### src/cedp_pkg.sv
// Package: constants for the configuration error detect and power-on block
package cedp_pkg;
    // Power-on delay, longest allowed, in microseconds
    localparam int unsigned POR_MAX_US = 200000;
    localparam int unsigned CLK_PERIOD_NS = 10;
    // Longest time rounds down to whole cycles
    localparam int unsigned POR_CYCLES = (POR_MAX_US * 1000) / CLK_PERIOD_NS;
    localparam int unsigned IMAGE_BITS = 1024;
    localparam int unsigned ADDR_W = 20;
    // Supply mode encoding
    localparam logic MODE_5V0 = 1'h0;
    localparam logic MODE_3V3 = 1'h1;

    typedef enum logic [2:0] {
        CEDP_POR    = 3'h0,
        CEDP_IDLE   = 3'h1,
        CEDP_STREAM = 3'h2,
        CEDP_DONE   = 3'h3,
        CEDP_ERROR  = 3'h4
    } cedp_state_t;
endpackage

### src/cedp_loader.sv
// Module: power-on delay, error detection and bit streaming of the configuration memory
`timescale 1ns/1ps
`default_nettype none

// Function
// - Wait an internal power-on delay of at most 200 ms before configuring.
// - Chip-select input senses the target's done line during the whole transfer.
// - Error when done is still low after the last bit is sent.
// - Error when done goes high while bits remain to be sent.
// - On error pull the open-drain output-enable/reset line low.
// - Restart automatically after error only when the auto-restart option bit is set.
// - Target pulling the shared line low resets configuration state.
// - Reprogrammable part: strap low means 5.0-V mode, high means 3.3-V mode.
// - One-time parts choose supply mode from a stored option bit, not a pin.
// - Low reset line clears the bit counter; high enables data and counting.
// - Serial clock rising edge advances counter only when enabled and data remains.
// - Low chip-select lets the serial clock count and enables data output.
module cedp_loader #(
    parameter int unsigned IMAGE_BITS = cedp_pkg::IMAGE_BITS,
    parameter int unsigned POR_CYCLES = cedp_pkg::POR_CYCLES
) (
    input wire logic clk_i,
    input wire logic rst_i,
    input wire logic serial_config_clock_i,
    input wire logic done_sense_select_n_i,
    input wire logic oe_line_i,
    input wire logic image_bit_i,
    input wire logic auto_restart_opt_i,
    input wire logic reprogrammable_i,
    input wire logic core_voltage_strap_i,
    input wire logic low_voltage_opt_i,
    input wire logic prog_voltage_strap_i,
    output logic [cedp_pkg::ADDR_W-1:0] bit_addr_o,
    output logic data_o,
    output logic data_oe_n_o,
    output logic oe_line_o,
    output logic oe_line_oe_n_o,
    output logic cascade_select_out_n_o,
    output logic config_error_o,
    output logic supply_mode_o,
    output logic prog_mode_o
);
    localparam int unsigned AW = cedp_pkg::ADDR_W;
    localparam logic [AW-1:0] LAST = AW'(IMAGE_BITS - 1);
    localparam logic [31:0] POR_LAST = 32'(POR_CYCLES - 1);

    if (IMAGE_BITS < 2 || IMAGE_BITS > (1 << AW) || POR_CYCLES < 1
            || POR_CYCLES > cedp_pkg::POR_CYCLES) begin : g_bad_params
        $error("cedp_loader: unsupported parameters");
    end

    // ***********************
    // State
    // ***********************
    typedef struct packed {
        cedp_pkg::cedp_state_t st;
        logic [31:0] por_cnt;
        logic [AW-1:0] addr;
        logic sclk_prev;
        logic data;
        logic data_oe_n;
        logic pull_low;
        logic casc_n;
        logic err;
        logic supply;
        logic prog;
    } cedp_regs_t;

    cedp_regs_t s_q;
    cedp_regs_t s_d;

    // Shared line seen low by the target or by us
    logic line_low;
    logic sclk_rise;
    logic done_hi;
    assign line_low = !oe_line_i;
    assign sclk_rise = serial_config_clock_i && !s_q.sclk_prev;
    assign done_hi = done_sense_select_n_i;

    // ***********************
    // Next state
    // ***********************
    always_comb begin
        s_d = s_q;
        s_d.sclk_prev = serial_config_clock_i;
        // Mode follows strap or stored bit
        s_d.supply = reprogrammable_i ? core_voltage_strap_i : low_voltage_opt_i;
        s_d.prog = prog_voltage_strap_i ? cedp_pkg::MODE_3V3 : cedp_pkg::MODE_5V0;
        case (s_q.st)
            cedp_pkg::CEDP_POR: begin
                s_d.pull_low = 1'b1;
                s_d.data_oe_n = 1'b1;
                s_d.por_cnt = s_q.por_cnt + 32'h1;
                if (s_q.por_cnt >= POR_LAST) begin
                    s_d.pull_low = 1'b0;
                    s_d.st = cedp_pkg::CEDP_IDLE;
                end
            end
            cedp_pkg::CEDP_IDLE, cedp_pkg::CEDP_STREAM: begin
                if (line_low) begin
                    // Counter cleared; stream restarts from bit zero
                    s_d.addr = '0;
                    s_d.data_oe_n = 1'b1;
                    s_d.casc_n = 1'b1;
                    s_d.st = cedp_pkg::CEDP_IDLE;
                end else if (done_hi && s_q.st == cedp_pkg::CEDP_STREAM) begin
                    s_d.err = 1'b1;
                    s_d.pull_low = 1'b1;
                    s_d.data_oe_n = 1'b1;
                    s_d.st = cedp_pkg::CEDP_ERROR;
                end else if (!done_hi) begin
                    s_d.data_oe_n = 1'b0;
                    s_d.data = image_bit_i;
                    s_d.st = cedp_pkg::CEDP_STREAM;
                    if (sclk_rise) begin
                        if (s_q.addr == LAST) begin
                            s_d.casc_n = 1'b0;
                            s_d.data_oe_n = 1'b1;
                            s_d.st = cedp_pkg::CEDP_DONE;
                        end else begin
                            s_d.addr = s_q.addr + AW'(1);
                        end
                    end
                end
            end
            cedp_pkg::CEDP_DONE: begin
                s_d.data_oe_n = 1'b1;
                if (line_low) begin
                    s_d.addr = '0;
                    s_d.casc_n = 1'b1;
                    s_d.st = cedp_pkg::CEDP_IDLE;
                end else if (!done_hi) begin
                    s_d.err = 1'b1;
                    s_d.pull_low = 1'b1;
                    s_d.st = cedp_pkg::CEDP_ERROR;
                end
            end
            cedp_pkg::CEDP_ERROR: begin
                s_d.data_oe_n = 1'b1;
                s_d.addr = '0;
                s_d.casc_n = 1'b1;
                if (auto_restart_opt_i) begin
                    s_d.pull_low = 1'b0;
                    s_d.err = 1'b0;
                    s_d.st = cedp_pkg::CEDP_IDLE;
                end
            end
            default: s_d.st = cedp_pkg::CEDP_POR;
        endcase
    end

    // ***********************
    // Registers
    // ***********************
    always_ff @(posedge clk_i) begin
        if (rst_i) begin
            s_q <= '0;
            s_q.st <= cedp_pkg::CEDP_POR;
            s_q.data_oe_n <= 1'b1;
            s_q.pull_low <= 1'b1;
            s_q.casc_n <= 1'b1;
        end else begin
            s_q <= s_d;
        end
    end

    // ***********************
    // Outputs
    // ***********************
    assign bit_addr_o = s_q.addr;
    assign data_o = s_q.data;
    assign data_oe_n_o = s_q.data_oe_n;
    assign oe_line_o = 1'b0;
    // Open drain: enable low drives the line low
    assign oe_line_oe_n_o = !s_q.pull_low;
    assign cascade_select_out_n_o = s_q.casc_n;
    assign config_error_o = s_q.err;
    assign supply_mode_o = s_q.supply;
    assign prog_mode_o = s_q.prog;

    // ***********************
    // Assertions
    // ***********************
    a_por_release: assert property (@(posedge clk_i) disable iff (rst_i)
        (s_q.st == cedp_pkg::CEDP_POR) |-> s_q.por_cnt <= POR_LAST)
        else $error("power-on delay overran");
    a_por_exit: assert property (@(posedge clk_i) disable iff (rst_i)
        (s_q.st == cedp_pkg::CEDP_POR && s_q.por_cnt == POR_LAST) |=> oe_line_oe_n_o)
        else $error("line not released after power-on delay");
    a_early_done: assert property (@(posedge clk_i) disable iff (rst_i)
        (s_q.st == cedp_pkg::CEDP_STREAM && oe_line_i && done_hi) |=> s_q.err)
        else $error("early done not flagged");
    a_late_done: assert property (@(posedge clk_i) disable iff (rst_i)
        (s_q.st == cedp_pkg::CEDP_DONE && oe_line_i && !done_hi) |=> s_q.err)
        else $error("missing done not flagged");
    a_err_pull: assert property (@(posedge clk_i) disable iff (rst_i)
        $rose(s_q.err) |-> !oe_line_oe_n_o)
        else $error("error without line pull");
    a_no_restart: assert property (@(posedge clk_i) disable iff (rst_i)
        (s_q.err && !auto_restart_opt_i) |=> s_q.err)
        else $error("restart without option");
    a_restart_fresh: assert property (@(posedge clk_i) disable iff (rst_i)
        (s_q.st == cedp_pkg::CEDP_ERROR && auto_restart_opt_i) |=> s_q.addr == '0 && !s_q.err)
        else $error("restart not from first bit");
    a_line_clear: assert property (@(posedge clk_i) disable iff (rst_i)
        (!oe_line_i && s_q.st != cedp_pkg::CEDP_POR && s_q.st != cedp_pkg::CEDP_ERROR)
        |=> s_q.addr == '0)
        else $error("counter not cleared");
    a_count_gate: assert property (@(posedge clk_i) disable iff (rst_i)
        (s_q.addr != $past(s_q.addr) && s_q.addr != '0)
        |-> $past(sclk_rise && oe_line_i && !done_hi))
        else $error("counter moved without enable");
    a_err_tristate: assert property (@(posedge clk_i) disable iff (rst_i)
        s_q.err |-> data_oe_n_o)
        else $error("data driven during error");
    a_supply_mode: assert property (@(posedge clk_i) disable iff (rst_i)
        reprogrammable_i |=> supply_mode_o == $past(core_voltage_strap_i))
        else $error("supply mode not from strap");
    a_otp_mode: assert property (@(posedge clk_i) disable iff (rst_i)
        !reprogrammable_i |=> supply_mode_o == $past(low_voltage_opt_i))
        else $error("supply mode not from stored bit");
endmodule // cedp_loader

`default_nettype wire

### config.mk
export PLATFORM = sky130hd
export DESIGN_NAME = cedp_loader
export DESIGN_NICKNAME = d
export VERILOG_FILES = /design/src/cedp_pkg.sv /design/src/cedp_loader.sv
export SDC_FILE = /design/constraint.sdc
export NUM_CORES = 1
export LEC_CHECK = 0
export ABC_AREA = 1
export BUFFER_PORTS_ARGS = -buffer_cell sky130_fd_sc_hd__buf_2
export CAP_MARGIN = 20
export CORE_ASPECT_RATIO = 1.75
export CORE_MARGIN = 2
export CORE_UTILIZATION = 54
export DETAILED_ROUTE_END_ITERATION = 7
export PLACE_DENSITY = 0.75
export SETUP_SLACK_MARGIN = 0.15
export SLEW_MARGIN = 10
export SYNTH_ARGS = -nofsm -noshare
export SYNTH_HDL_FRONTEND = slang
export SYNTH_SLANG_ARGS = --single-unit
### constraint.sdc
create_clock -name clk_i -period 1.7 [get_ports clk_i]
set_input_delay 0.17 -clock clk_i [delete_from_list [all_inputs] [get_ports clk_i]]
set_output_delay 0.17 -clock clk_i [all_outputs]
set_load 0.02 [all_outputs]
==> impl_metrics.json <==
{
  "place.gp.congestion": 0.946,
  "hold_path_end": "supply_mode_o$_SDFF_PP0_",
  "power_density_nw_per_um2": 744,
  "clock.fmax_mhz": 597,
  "final_max_slew_viol_count": 0,
  "design.portCount": 39,
  "number_of_buffer_cells_added_on_primary_ports": 37,
  "crit_path_frequent_cell": "sky130_fd_sc_hd__nor2_1",
  "reg2reg_slack_ns": 0.02,
  "detailed_placer_s_ending_hpwl_um": 8780,
  "area_growth_pct": 33.0,
  "timing.critical_path.fanout_max": 5,
  "timing.final.hold_violations": 0,
  "cts_buffers": 9,
  "post_synth_inst_count": 685,
  "grt.overflow.total": 0,
  "layout.core_utilization_pct": 73.1,
  "clockRootBuffer": "sky130_fd_sc_hd__clkbuf_16",
  "grt_antenna_before_repair": 0,
  "route.detailed.wl_per_inst_um": 15.7,
  "worstHoldStart": "reprogrammable_i",
  "wire_length_of_the_first_global_routing_pass_um": 20400,
  "finalSetupViolations": 0,
  "numClockSinks": 63,
  "r2r_start": "bit_addr_o[1]$_SDFFE_PP0P_",
  "die_h_um": 120,
  "drive_above_1_share_pct": 30.3,
  "synth_top_cell_area_share_pct": 30.5,
  "worstSetupEndpointType": "flop",
  "critical_path.max_stage_delay_ns": 0.35,
  "arrival_ns": 1.88,
  "cts.path.max_buffers": 2,
  "hold_path.class": "input pin to flop",
  "routed_wl_um": 13500,
  "clock_tree_from_tritoncts": "built",
  "grt_setup_unrepaired": "yes",
  "std_cell_rows": 42,
  "insertedDiodeCount": 0,
  "p_leak_nw": 2.36,
  "synth_fp_nets": 698,
  "clock_tree.htree_level_count": 3,
  "finalSetupTns_ns": 0,
  "mappedNetlistArea_sq_um": 4130,
  "dieArea_sq_um": 8400,
  "synthesis.area_per_instance_sq_um": 6.03,
  "yosysSeqAreaShare_pct": 30.5,
  "cts_hold_buf": 0,
  "yosys.cell_types.count": 33,
  "initial_utilization_pct": 55.0,
  "critPathLaunchType": "flop",
  "finalNetCount": 781,
  "grt_max_degree": 38,
  "timing.hold.worst_path_depth": 2,
  "worst_skew_pair.late_latency_ns": 0.34,
  "placeableCoreArea_sq_um": 7510,
  "outcome": "completed",
  "place_area_sq_um": 4560,
  "path_cells": "ha_4, nand2_4, nor2_4, nand2_4, inv_4, buf_12, nand3_4, nand3_2, nor2_1, nor2_1, nor2_1",
  "regToRegEndpoint": "bit_addr_o[18]$_SDFFE_PP0P_",
  "avgViaCountPerCell": 5.61,
  "vdd_drop_max_mv": 0.606,
  "startpoint": "bit_addr_o[1]$_SDFFE_PP0P_",
  "critPathKind": "flop to flop",
  "rr_worst_depth": 11,
  "crit_required_ns": 1.90,
  "worst_path_dominant_cell_family": "simple AND/OR/NAND/NOR gates",
  "synth.ff_latch_count": 63,
  "synth_top_cell_by_area": "sky130_fd_sc_hd__dfxtp_1",
  "crit_path_max_delay_cell_type": "sky130_fd_sc_hd__dfxtp_2",
  "crit_buf_inv": 2,
  "cts.clk_slew.worst_paths_ns": 0.06,
  "antenna_violating_nets_post_route": 0,
  "first_global_vias": 4781,
  "layout_min_cycle_time_ns": 1.68,
  "clock_skew_ns": 0.00845,
  "finalHoldWorstSlack_ns": 0.0260,
  "yosys_warnings": 0,
  "dr_total_vias": 4834,
  "drt-initial-drc-count": 449,
  "ys_top_cells_by_area": "sky130_fd_sc_hd__dfxtp_1 31%, sky130_fd_sc_hd__nand2_1 17%, sky130_fd_sc_hd__nor2_1 10%",
  "final.period_utilization_pct": 98.6,
  "final_cell_area_sq_um": 5500,
  "die_width_um": 70.1,
  "cap_viol_max_count": 0,
  "drt_pre_antenna_iters": 5,
  "remaining_drc_errors": 0,
  "grt.total_usage_pct": 30.7
}
==> cells in the final DEF (no fill, tap or decap), types with 14 or more instances in the layout <==
| cell | netlist | layout |
|---|---|---|
| sky130_fd_sc_hd__nand3_1 | 58 | 49 |
| sky130_fd_sc_hd__nor2_4 | 7 | 18 |
| sky130_fd_sc_hd__nand2_2 | 8 | 15 |
| sky130_fd_sc_hd__nor2_1 | 112 | 89 |
| sky130_fd_sc_hd__buf_4 | 22 | 58 |
| sky130_fd_sc_hd__dfxtp_1 | 63 | 45 |
| sky130_fd_sc_hd__buf_2 | 2 | 37 |
| sky130_fd_sc_hd__inv_1 | 76 | 74 |
| sky130_fd_sc_hd__nand2_1 | 191 | 176 |
| sky130_fd_sc_hd__dfxtp_2 | 0 | 14 |
| sky130_fd_sc_hd__nor2_2 | 7 | 19 |
| sky130_fd_sc_hd__a21oi_1 | 47 | 44 |
==> logic make-up after synthesis <==
kind of cell    synth area share, %
xor+xnor                      0.636
buf+inv                        12.6
flops                          30.5
other cells                  0.0907
simple gates                   46.1
compound gates                 9.42
fa+ha+maj                     0.605
==> power breakdown <==
group	leakage, nW	switching, W	total (W)	internal [W]
Sequential	0.519	0.0000575	0.00160	0.00154
Combinational	1.69	0.000350	0.000566	0.000216
Clock	0.156	0.000679	0.00193	0.00125
Total	2.36	0.00109	0.00409	0.00300
==> final cells by class <==
| cell class | instances | area (sq um) |
|---|---|---|
| multi-input cells | 512 | 2760 |
| fillers | 596 | 2020 |
| flip-flops and latches | 63 | 1290 |
| repair buffers | 104 | 731 |
| inverters | 78 | 295 |
| clock buffers | 13 | 270 |
| well taps | 88 | 110 |
| clock inverters | 3 | 40.0 |
==> worst max-delay path by stage <==
| stage | depth (start not counted) | slack, ns | end |
|---|---|---|---|
| floorplan | 13 | 0.16 | bit_addr_o[3]$_SDFFE_PP0P_ |
| global placement | 9 | 0.007 | bit_addr_o[0]$_SDFFE_PP0P_ |
| detailed placement | 9 | -0.04 | bit_addr_o[0]$_SDFFE_PP0P_ |
| CTS | 10 | 0.10 | s_q[45]$_SDFFE_PP0N_ |
| global route | 10 | -0.06 | bit_addr_o[18]$_SDFFE_PP0P_ |
| finish | 11 | 0.02 | bit_addr_o[18]$_SDFFE_PP0P_ |
==> what timing repair did <==
action	CTS	global route
pin swaps	10	24
resized for setup	39	87
gates cloned	3	1
endpoints found under the setup margin	39	44
buffers inserted	12	9
==> state kept, by name (all words and copies together), names as in the netlist <==
register	flops
config_error_o	1
prog_mode_o	1
bit_addr_o	20
supply_mode_o	1
cascade_select_out_n_o	1
s_q	37
data_oe_n_o	1
data_o	1
==> Yosys cell counts <==
| cell type | number |
|---|---|
| sky130_fd_sc_hd__nand2_1 | 191 |
| sky130_fd_sc_hd__nor2_1 | 112 |
| sky130_fd_sc_hd__inv_1 | 76 |
| sky130_fd_sc_hd__dfxtp_1 | 63 |
| sky130_fd_sc_hd__nand3_1 | 58 |
| sky130_fd_sc_hd__a21oi_1 | 47 |
| sky130_fd_sc_hd__buf_4 | 22 |
| sky130_fd_sc_hd__nor3_1 | 20 |
| sky130_fd_sc_hd__o21ai_0 | 18 |
| sky130_fd_sc_hd__nand4_1 | 13 |
| sky130_fd_sc_hd__clkbuf_1 | 8 |
| sky130_fd_sc_hd__nand2_2 | 8 |
| sky130_fd_sc_hd__nor2_2 | 7 |
| sky130_fd_sc_hd__nor2_4 | 7 |
| sky130_fd_sc_hd__nand2_4 | 3 |
| sky130_fd_sc_hd__nand3_2 | 3 |
| sky130_fd_sc_hd__nor3b_1 | 3 |
| sky130_fd_sc_hd__o21bai_1 | 3 |
| sky130_fd_sc_hd__xor2_1 | 3 |
| sky130_fd_sc_hd__a31oi_1 | 2 |
| sky130_fd_sc_hd__buf_2 | 2 |
| sky130_fd_sc_hd__buf_6 | 2 |
| sky130_fd_sc_hd__ha_1 | 2 |
| sky130_fd_sc_hd__inv_2 | 2 |
| sky130_fd_sc_hd__o21a_1 | 2 |
| sky130_fd_sc_hd__a31o_2 | 1 |
| sky130_fd_sc_hd__and2_1 | 1 |
| sky130_fd_sc_hd__and3_1 | 1 |
| sky130_fd_sc_hd__conb_1 | 1 |
| sky130_fd_sc_hd__nand3b_1 | 1 |
| sky130_fd_sc_hd__nor4_2 | 1 |
| sky130_fd_sc_hd__o21ai_1 | 1 |
| sky130_fd_sc_hd__or2_2 | 1 |
==> routing by layer <==
metal	wire (um)	track usage [%]	up-vias	share of wire (%)
met5	0	0	-	0
met4	874	24.6	0	6.5
met3	601	4.70	75	4.5
met2	7530	59.3	214	56
met1	4500	26.8	2209	33
li1	-	-	2336	-
==> per-stage QoR <==
stage                     power (W)  cells  setup slack, ns
after floorplan             0.00187    685            0.157
after global placement      0.00199    820          0.00712
after detailed placement    0.00200    820          -0.0378
after CTS                   0.00400    851            0.103
after global routing        0.00420    861          -0.0559
final                       0.00409    861           0.0241
Power figures use the tool's default switching activity.
